<file path="config.mk">
export PLATFORM = sky130hd
export DESIGN_NAME = dsaf_top
export DESIGN_NICKNAME = d
export VERILOG_FILES = /design/src/hw/dsaf_top.v /design/src/hw/dsaf_array.v
export VERILOG_INCLUDE_DIRS = /design/src /design/src/inc
export SDC_FILE = /design/constraint.sdc
export NUM_CORES = 2
export LEC_CHECK = 0
export BUFFER_PORTS_ARGS = -buffer_cell sky130_fd_sc_hd__buf_2
export CORE_UTILIZATION = 62
export DETAILED_ROUTE_END_ITERATION = 10
export PLACE_DENSITY_LB_ADDON = 0.12
export SYNTH_ARGS = -nofsm -noshare
export SYNTH_HDL_FRONTEND = slang
export SYNTH_SLANG_ARGS = --single-unit
</file>
<file path="constraint.sdc">
create_clock -name ref_clk -period 21.7 [get_ports ref_clk]
set_input_delay 4.34 -clock ref_clk [delete_from_list [all_inputs] [get_ports ref_clk]]
set_output_delay 4.34 -clock ref_clk [all_outputs]
set_load 0.02 [all_outputs]
</file>
<file path="src/inc/dsaf_defines.vh">
/*
 * constants of the decoder store address former: register map, field
 * codes, decode word bit positions and address selection modes.
 * assumes inclusion by bare name from the design files.
 */
`ifndef DSAF_DEFINES_VH
`define DSAF_DEFINES_VH

// ****************************************************************
// register map (byte addresses, one word each)
// ****************************************************************
`define DSAF_OFS_CTRL      4'h0
`define DSAF_OFS_STATUS    4'h4
`define DSAF_OFS_SEL       4'h8
`define DSAF_OFS_DATA      4'hc
`define DSAF_CTRL_RST      1'h0
`define DSAF_SEL_RST       5'h00
`define DSAF_CTRL_WEN_BIT  0
`define DSAF_SEL_ARR_BIT   4
`define DSAF_RESP_OKAY     2'h0
`define DSAF_RESP_SLVERR   2'h2

// ****************************************************************
// microinstruction field codes
// ****************************************************************
`define DSAF_TEST_SEL_DEC  2'h0
`define DSAF_SEQ_SEL_DEC   2'h0
`define DSAF_GROUP_BIT     2
`define DSAF_ACT_INH_MASK  4'hd
`define DSAF_ACT_INH_CODE  4'hc

// ****************************************************************
// decode word bit positions
// ****************************************************************
`define DSAF_BASE_MSB      8
`define DSAF_HI_LSB        4
`define DSAF_LO_MSB        3
`define DSAF_F_LOWOR_BIT   10
`define DSAF_F_HIOR_A_BIT  12
`define DSAF_F_HIOR_B_BIT  15
`define DSAF_F_IBHI_BIT    14
`define DSAF_F_IBLO_BIT    13
`define DSAF_S_IB_BIT      13
`define DSAF_S_SWAP_BIT    9
`define DSAF_F_SWAP_BIT    10
`define DSAF_SWAP_ADDR_BIT 2
`define DSAF_CLASS_LSB     9

// ****************************************************************
// address selection modes
// ****************************************************************
`define DSAF_MODE_OTHER    2'h0
`define DSAF_MODE_DECODE   2'h1
`define DSAF_MODE_INTR     2'h2
`define DSAF_MODE_FIELD    2'h3

`endif

</file>
<file path="src/hw/dsaf_top.v">
/*
 * decoder store address former: looks up two decode arrays from the
 * instruction buffer and merges their words and instruction nibbles
 * into a nine-bit control-store address, with address-mode selection
 * and an axi4-lite slave for array access.
 * assumes the instruction buffer and microinstruction fields are
 * synchronous to ref_clk and stable for the microcycle.
 */
// The placing of the registers and the AXI4-Lite slave port were decided locally.
`timescale 1ns/1ps
`default_nettype none
`include "dsaf_defines.vh"

// Functional notes
// - two separate decode arrays of sixteen 16-bit words set the mapping.
// - buffer bits 15..12 index the first array, bits 11..8 the second.
// - the two looked-up words are merged into a nine-bit next address.
// - decoding needs test select 00, sequence select 00, group code X1XX.
// - a pending interrupt suppresses decoding and selects interrupt mode.
// - special action 11X0 inhibits decoding and selects field addressing.
// - the low nine bits of the first word always form the base address.
// - second-word bits 8..4 are ORed in when first bit 12 or 15 is zero.
// - second-word bits 3..0 join if first bit 10 is set, 12 or 15 clear.
// - buffer 7..4 are ORed in if !first14, or !first15 and second13.
// - buffer 3..0 are ORed in if !first13, or !first15 and second13.
// - address bit 2 takes buffer bit 3, not 6, if first10 and second9 set.
// - decode word bits count from the right, bit zero least significant.
// - decode word bits 15..9 leave the block as class indications.
// - arrays are read-only unless the writable option is built and enabled.
module dsaf_top #(
  parameter         WRITABLE = 1,
  parameter [255:0] INIT_FIRST = 256'h0,
  parameter [255:0] INIT_SECOND = 256'h0
) (
  input  wire        ref_clk,
  input  wire        reset,
  input  wire [15:0] instr_buf,
  input  wire [1:0]  branch_test_select_field,
  input  wire [1:0]  sequence_select_field,
  input  wire [3:0]  group_code_field,
  input  wire [3:0]  special_action_field,
  input  wire        interrupt_pending,
  output wire [8:0]  decoded_addr,
  output wire [1:0]  addr_mode,
  output wire [6:0]  class_first,
  output wire [6:0]  class_second,
  input  wire [3:0]  s_axi_awaddr,
  input  wire        s_axi_awvalid,
  output wire        s_axi_awready,
  input  wire [31:0] s_axi_wdata,
  input  wire [3:0]  s_axi_wstrb,
  input  wire        s_axi_wvalid,
  output wire        s_axi_wready,
  output reg  [1:0]  s_axi_bresp,
  output reg         s_axi_bvalid,
  input  wire        s_axi_bready,
  input  wire [3:0]  s_axi_araddr,
  input  wire        s_axi_arvalid,
  output wire        s_axi_arready,
  output reg  [31:0] s_axi_rdata,
  output reg  [1:0]  s_axi_rresp,
  output reg         s_axi_rvalid,
  input  wire        s_axi_rready
);

  // ****************************************************************
  // functions
  // ****************************************************************

  // byte-lane merge of a write into a stored word
  function [31:0] lane_merge;
    input [31:0] old_v;
    input [31:0] new_v;
    input [3:0]  strb;
    integer      k;
    begin
      lane_merge = old_v;
      for (k = 0; k < 4; k = k + 1) begin
        if (strb[k]) begin
          lane_merge[k*8 +: 8] = new_v[k*8 +: 8];
        end
      end
    end
  endfunction

  // nibble enable: a bit clear, or bit 15 clear with the partner bit set
  function nib_en;
    input own_bit;
    input f15;
    input s13;
    begin
      nib_en = ~own_bit | (~f15 & s13);
    end
  endfunction

  // ****************************************************************
  // declarations
  // ****************************************************************
  reg         ctrl_wen_r;
  reg  [4:0]  sel_r;
  reg  [3:0]  aw_addr_r;
  reg         aw_got_r;
  reg  [31:0] w_data_r;
  reg  [3:0]  w_strb_r;
  reg         w_got_r;
  wire        aw_hs;
  wire        w_hs;
  wire        ar_hs;
  wire        do_write;
  wire [3:0]  wr_addr;
  wire [31:0] wr_data;
  wire [3:0]  wr_strb;
  wire [15:0] first_word;
  wire [15:0] second_word;
  wire [15:0] first_rd;
  wire [15:0] second_rd;
  wire [15:0] sel_rd;
  wire [31:0] data_merged;
  wire        arr_wr;
  wire        wr_first;
  wire        wr_second;
  reg  [8:0]  addr_c;
  reg  [3:0]  ib_hi_c;
  reg  [1:0]  mode_c;
  wire        dec_enable;
  wire        dec_inhibit;
  wire        hi_or_en;
  wire        lo_or_en;
  wire        ibhi_en;
  wire        iblo_en;
  reg  [31:0] rd_val_c;
  reg  [1:0]  rd_resp_c;

  // ****************************************************************
  // decode arrays
  // ****************************************************************

  // array writes only exist when the writable option is built in
  assign arr_wr    = (WRITABLE != 0) && ctrl_wen_r && do_write &&
                     (wr_addr == `DSAF_OFS_DATA);
  assign wr_first  = arr_wr && !sel_r[`DSAF_SEL_ARR_BIT];
  assign wr_second = arr_wr && sel_r[`DSAF_SEL_ARR_BIT];
  assign sel_rd    = sel_r[`DSAF_SEL_ARR_BIT] ? second_rd : first_rd;
  assign data_merged = lane_merge({16'h0000, sel_rd}, wr_data, wr_strb);

  // first array, indexed by the top nibble of the instruction
  dsaf_array #(
    .WORDS (16),
    .WIDTH (16),
    .INIT  (INIT_FIRST)
  ) u_first (
    .ref_clk (ref_clk),
    .reset   (reset),
    .wr_en   (wr_first),
    .wr_idx  (sel_r[3:0]),
    .wr_data (data_merged[15:0]),
    .lk_idx  (instr_buf[15:12]),
    .lk_word (first_word),
    .rd_idx  (sel_r[3:0]),
    .rd_word (first_rd)
  );

  // second array, indexed by the next nibble down
  dsaf_array #(
    .WORDS (16),
    .WIDTH (16),
    .INIT  (INIT_SECOND)
  ) u_second (
    .ref_clk (ref_clk),
    .reset   (reset),
    .wr_en   (wr_second),
    .wr_idx  (sel_r[3:0]),
    .wr_data (data_merged[15:0]),
    .lk_idx  (instr_buf[11:8]),
    .lk_word (second_word),
    .rd_idx  (sel_r[3:0]),
    .rd_word (second_rd)
  );

  // ****************************************************************
  // address forming
  // ****************************************************************

  // contribution enables, bit numbers counted from the right
  assign hi_or_en = ~first_word[`DSAF_F_HIOR_A_BIT] |
                    ~first_word[`DSAF_F_HIOR_B_BIT];
  assign lo_or_en = first_word[`DSAF_F_LOWOR_BIT] & hi_or_en;
  assign ibhi_en  = nib_en(first_word[`DSAF_F_IBHI_BIT],
                           first_word[`DSAF_F_HIOR_B_BIT],
                           second_word[`DSAF_S_IB_BIT]);
  assign iblo_en  = nib_en(first_word[`DSAF_F_IBLO_BIT],
                           first_word[`DSAF_F_HIOR_B_BIT],
                           second_word[`DSAF_S_IB_BIT]);

  // combinational merge of base word and enabled contributions
  always @* begin
    ib_hi_c = instr_buf[7:4];
    if (first_word[`DSAF_F_SWAP_BIT] && second_word[`DSAF_S_SWAP_BIT]) begin
      ib_hi_c[`DSAF_SWAP_ADDR_BIT] = instr_buf[3];
    end
    addr_c = first_word[`DSAF_BASE_MSB:0];
    if (hi_or_en) begin
      addr_c[`DSAF_BASE_MSB:`DSAF_HI_LSB] =
        addr_c[`DSAF_BASE_MSB:`DSAF_HI_LSB] |
        second_word[`DSAF_BASE_MSB:`DSAF_HI_LSB];
    end
    if (lo_or_en) begin
      addr_c[`DSAF_LO_MSB:0] = addr_c[`DSAF_LO_MSB:0] |
                               second_word[`DSAF_LO_MSB:0];
    end
    if (ibhi_en) begin
      addr_c[`DSAF_LO_MSB:0] = addr_c[`DSAF_LO_MSB:0] | ib_hi_c;
    end
    if (iblo_en) begin
      addr_c[`DSAF_LO_MSB:0] = addr_c[`DSAF_LO_MSB:0] |
                               instr_buf[3:0];
    end
  end

  // mode selection from the sequencing fields
  assign dec_enable  = (branch_test_select_field == `DSAF_TEST_SEL_DEC) &&
                       (sequence_select_field == `DSAF_SEQ_SEL_DEC) &&
                       group_code_field[`DSAF_GROUP_BIT];
  assign dec_inhibit = (special_action_field & `DSAF_ACT_INH_MASK) ==
                       `DSAF_ACT_INH_CODE;

  always @* begin
    if (interrupt_pending) begin
      mode_c = `DSAF_MODE_INTR;
    end else if (dec_enable && dec_inhibit) begin
      mode_c = `DSAF_MODE_FIELD;
    end else if (dec_enable) begin
      mode_c = `DSAF_MODE_DECODE;
    end else begin
      mode_c = `DSAF_MODE_OTHER;
    end
  end

  // same-cycle outputs towards the address selector
  assign decoded_addr = addr_c;
  assign addr_mode    = mode_c;
  assign class_first  = first_word[15:`DSAF_CLASS_LSB];
  assign class_second = second_word[15:`DSAF_CLASS_LSB];

  // ****************************************************************
  // axi4-lite write path
  // ****************************************************************
  assign s_axi_awready = !aw_got_r && !s_axi_bvalid;
  assign s_axi_wready  = !w_got_r && !s_axi_bvalid;
  assign aw_hs   = s_axi_awvalid && s_axi_awready;
  assign w_hs    = s_axi_wvalid && s_axi_wready;
  assign wr_addr = aw_got_r ? aw_addr_r : s_axi_awaddr;
  assign wr_data = w_got_r ? w_data_r : s_axi_wdata;
  assign wr_strb = w_got_r ? w_strb_r : s_axi_wstrb;
  assign do_write = (aw_got_r || aw_hs) && (w_got_r || w_hs) &&
                    !s_axi_bvalid;

  // address and data are held until both halves have arrived
  always @(posedge ref_clk or posedge reset) begin
    if (reset) begin
      aw_got_r  <= 1'b0;
      aw_addr_r <= 4'h0;
      w_got_r   <= 1'b0;
      w_data_r  <= 32'h00000000;
      w_strb_r  <= 4'h0;
    end else if (do_write) begin
      aw_got_r <= 1'b0;
      w_got_r  <= 1'b0;
    end else begin
      if (aw_hs) begin
        aw_got_r  <= 1'b1;
        aw_addr_r <= s_axi_awaddr;
      end
      if (w_hs) begin
        w_got_r  <= 1'b1;
        w_data_r <= s_axi_wdata;
        w_strb_r <= s_axi_wstrb;
      end
    end
  end

  // register updates and the write response
  always @(posedge ref_clk or posedge reset) begin
    if (reset) begin
      ctrl_wen_r   <= `DSAF_CTRL_RST;
      sel_r        <= `DSAF_SEL_RST;
      s_axi_bvalid <= 1'b0;
      s_axi_bresp  <= `DSAF_RESP_OKAY;
    end else begin
      if (s_axi_bvalid && s_axi_bready) begin
        s_axi_bvalid <= 1'b0;
      end
      if (do_write) begin
        s_axi_bvalid <= 1'b1;
        s_axi_bresp  <= `DSAF_RESP_OKAY;
        case (wr_addr)
          `DSAF_OFS_CTRL: begin
            if (wr_strb[0]) begin
              ctrl_wen_r <= wr_data[`DSAF_CTRL_WEN_BIT];
            end
          end
          `DSAF_OFS_SEL: begin
            if (wr_strb[0]) begin
              sel_r <= wr_data[4:0];
            end
          end
          `DSAF_OFS_STATUS: begin
            s_axi_bresp <= `DSAF_RESP_OKAY; // read-only, write ignored
          end
          `DSAF_OFS_DATA: begin
            s_axi_bresp <= `DSAF_RESP_OKAY; // array port handles it
          end
          default: begin
            s_axi_bresp <= `DSAF_RESP_SLVERR;
          end
        endcase
      end
    end
  end

  // ****************************************************************
  // axi4-lite read path
  // ****************************************************************
  assign s_axi_arready = !s_axi_rvalid;
  assign ar_hs = s_axi_arvalid && s_axi_arready;

  // read decode of the register map
  always @* begin
    rd_val_c  = 32'h00000000;
    rd_resp_c = `DSAF_RESP_OKAY;
    case (s_axi_araddr)
      `DSAF_OFS_CTRL:   rd_val_c[`DSAF_CTRL_WEN_BIT] = ctrl_wen_r;
      `DSAF_OFS_STATUS: rd_val_c[10:0] = {mode_c, addr_c};
      `DSAF_OFS_SEL:    rd_val_c[4:0] = sel_r;
      `DSAF_OFS_DATA:   rd_val_c[15:0] = sel_rd;
      default:          rd_resp_c = `DSAF_RESP_SLVERR;
    endcase
  end

  // read data registered one cycle after the address is taken
  always @(posedge ref_clk or posedge reset) begin
    if (reset) begin
      s_axi_rvalid <= 1'b0;
      s_axi_rdata  <= 32'h00000000;
      s_axi_rresp  <= `DSAF_RESP_OKAY;
    end else if (ar_hs) begin
      s_axi_rvalid <= 1'b1;
      s_axi_rdata  <= rd_val_c;
      s_axi_rresp  <= rd_resp_c;
    end else if (s_axi_rvalid && s_axi_rready) begin
      s_axi_rvalid <= 1'b0;
    end
  end

endmodule

`default_nettype wire

</file>
<file path="src/hw/dsaf_array.v">
/*
 * one decode array: sixteen words of sixteen bits in flip-flops, with
 * one lookup port, one software read port and one write port.
 * assumes the write port is gated by the owner when the array is
 * meant to be read-only.
 */
`timescale 1ns/1ps
`default_nettype none

module dsaf_array #(
  parameter        WORDS = 16,
  parameter        WIDTH = 16,
  parameter [255:0] INIT = 256'h0
) (
  input  wire             ref_clk,
  input  wire             reset,
  input  wire             wr_en,
  input  wire [3:0]       wr_idx,
  input  wire [WIDTH-1:0] wr_data,
  input  wire [3:0]       lk_idx,
  output wire [WIDTH-1:0] lk_word,
  input  wire [3:0]       rd_idx,
  output wire [WIDTH-1:0] rd_word
);

  reg [WIDTH-1:0] mem_r [0:WORDS-1];
  integer         i;

  // storage: contents come back from the init image on reset
  always @(posedge ref_clk or posedge reset) begin
    if (reset) begin
      for (i = 0; i < WORDS; i = i + 1) begin
        mem_r[i] <= INIT[i*WIDTH +: WIDTH];
      end
    end else if (wr_en) begin
      mem_r[wr_idx] <= wr_data;
    end
  end

  // both read ports are plain indexed reads
  assign lk_word = mem_r[lk_idx];
  assign rd_word = mem_r[rd_idx];

endmodule

`default_nettype wire

</file>
==> reports/qor.txt <==
Met1 Usage GRT -> 48.0%
Fin Hold WS -> 470 ps
Port-buffer cells -> 105
DRC viols -> 2
Final worst setup slack -> 9650 ps
Failing checks -> DRC
Die width -> 219 um
Overflow after GRT -> 0
Max Slew Vio Count -> 0
MaxCap Viol Count -> 0
Overall Global Routing Usage -> 34.6%
Startpoint types -> input port
Global Route met3 Usage -> 8.21%
Layout area overhead -> 9.22%
CTS tree -> built
Filler cells -> 3,333
Final min period -> 12,050 ps
Clock Path Buffers -> 3
Crit-path max FO -> 37
Finished Layout Cells -> 3,020
DRT Wirelength -> 79.7 mm
Starting Density -> 62.8%
Clock Latency Late Sink -> 620 ps
Routed wire per std cell -> 26.4 um
Clock Pin Slew Worst Setup and Hold Paths -> 60 ps
Die Y -> 219 um
GR peak layer -> met2
Largest net degree at the start of global routing -> 188
Cell area after synthesis -> 29,200 sq um
Worst slew pin tran -> 1370 ps
Vias in the first global route -> 20,400
DP Wirelength -> 47.3 mm
Via count -> 20,400
Period utilization -> 55.5%
Layout cells sized above 1 -> 31.2%
Setup Fix Bufs, Post-CTS -> 0
Average cell area after synthesis -> 12.3 sq um
Clock sinks -> 562
Area of the core -> 46,500 sq um
Initial antenna violation count -> 1
Hold crit path type -> flip-flop to flip-flop
# nets final -> 2,447
RSZ-0062 raised after global routing -> false
H-tree Lvls -> 2
DP Worst Slack -> 9660 ps
Pleak -> 14.0 nW
DRT iter0 DRCs -> 2,145
Yosys cell types -> 53
Fmax -> 83.0 MHz
Clk root buf -> clkbuf_16
Final Skew -> 15.6 ps
Post-synth ARST share -> 100%
# setup viols final -> 0
Power Dens Cells -> 91.3 nW/um^2
Top_reg_cell synth -> dfrtp_1
Ant diodes -> 0
Number of I/O pins -> 146
Setup Crit Path Kind -> input port to output pin
Grt met2 use -> 53.9%
VDD IR max -> 102 uV
Register area -> 14,100 sq um
Multi-input gate area -> 14,000 sq um
# placed instances -> 2,914
Post-CTS Hold Buffers -> 0
Setup TNS -> 0 ps
Worst setup EP type -> output pin
Worst path required time -> 17,360 ps
Fin util -> 68.6%
CTS Buf Count -> 58
Antenna Nets Post-Route -> 0
Die area -> 47,900 sq um
Most frequent cells in the layout -> 559 x dfrtp_1, 467 x nand2_1, 293 x mux4_2, 266 x o21ai_0, 171 x mux2_2
Avg Vias per Cell -> 6.74
Status -> finished with violations
Headroom to the max-slew limit -> 8.54%
Yosys reg bits -> 562
Final Hold Vio Count -> 0
Synth Warn # -> 0
CP arrival -> 7710 ps
Most common cell after layout, fill and taps aside -> dfrtp_1
Row cnt -> 79
First-pass GRT wire length -> 123 mm
Reg2Reg Setup Slack -> 16,650 ps
Post-CTS Resized -> 0
Post-synth EDFFs -> 0
Pre-antenna DRT Iters -> 8
GP Congestion -> 0.862
Cells after Synth -> 2,365
Sequential fraction of the synthesis area -> 48.2%
## layout make-up
cell class                      instances  area share [%]
Inverter                               12           0.165
Multi-Input combinational cell       1581            44.1
Timing Repair Buffer                  152            2.85
Clock buffer                           82            5.42
Clock inverter                         24           0.935
Sequential cell                       562            44.2
Tap cell                              607            2.38
## power breakdown
group | switching (mW) | internal, mW | total [mW]
clock network | 0.421 | 0.633 | 1.05
logic | 0.458 | 0.229 | 0.688
registers | 0.0726 | 1.09 | 1.17
total | 0.952 | 1.96 | 2.91
## worst paths after layout
check                           cells after the start           start                  end
max in group asynchronous                           6           reset   u_first.mem_r[242]
worst max-delay path                                9    instr_buf[8]      decoded_addr[2]
worst min register to register                      2  s_axi_rdata[6]       s_axi_rdata[6]
min in group asynchronous                           2           reset  u_second.mem_r[120]
worst max register to register                      8        sel_r[1]  u_second.mem_r[129]
worst min-delay path                                2  s_axi_rdata[6]       s_axi_rdata[6]
## Yosys cell counts (2+ instances only)
cell type  number  area (sq um)
a211oi_1        9          67.6
a21o_1          7          52.6
a21oi_1        18          90.1
a221oi_1        4          35.0
a222oi_1        2          20.0
a22oi_1        20           150
a311oi_1        2          17.5
a31oi_1         3          18.8
and2_1          8          50.1
and3_1          5          31.3
buf_1           8          30.0
buf_2          64           320
buf_4          33           248
buf_6          10           113
clkbuf_1      100           375
clkbuf_2       12          60.1
clkinv_1        2          7.51
dfrtp_1       562         14100
inv_1           9          33.8
mux2_2        171          1930
mux2i_1        36           360
mux4_2        293          6600
nand2_1       467          1750
nand3_1        13          65.1
nand3_2        10           100
nand3b_1        3          22.5
nor2_1         28           105
nor2b_1        13          81.3
nor3_1          4          20.0
nor3b_1         2          15.0
o21ai_0       266          1330
o21ai_1       149           746
o21ai_2         7          61.3
o22ai_1         4          25.0
o31ai_1         2          15.0
o32ai_1         2          17.5
## flip-flops by register name, summed over array words and instances (netlist names), 2 cells and up
register / count
aw_addr_r: 4
s_axi_rdata: 16
sel_r: 5
u_first.mem_r: 256
u_second.mem_r: 256
w_data_r: 16
w_strb_r: 2
## kinds of logic after synthesis
| kind of cell | after synthesis | share of synthesized area, % |
|---|---|---|
| compound gates | 504 | 9.35 |
| other cells | 1 | 0.0129 |
| mux | 500 | 30.5 |
| flops | 562 | 48.2 |
| simple gates | 559 | 7.86 |
| buf+inv | 239 | 4.08 |
## through the flow
step                power, mW  cell area, sq um
global route             3.02             31900
CTS                      2.91             31900
global placement         1.85             29800
floorplan                1.68             29200
detailed placement       1.86             29800
finish                   2.91             31900
## worst max-delay path, stage by stage
cell      delay (ps)
buf_4            580
buf_4            630
mux4_2           600
mux2i_1          160
mux2_2           250
o21ai_0          270
a221oi_1         440
o21ai_0          200
buf_2            200
## metal layers
metal / vias up / wire (um)
met5: - / 0
met4: 0 / 2940
met3: 200 / 8210
met2: 982 / 37500
met1: 10500 / 31000
li1: 8717 / -
No activity file was read; power rests on OpenSTA's default activity.
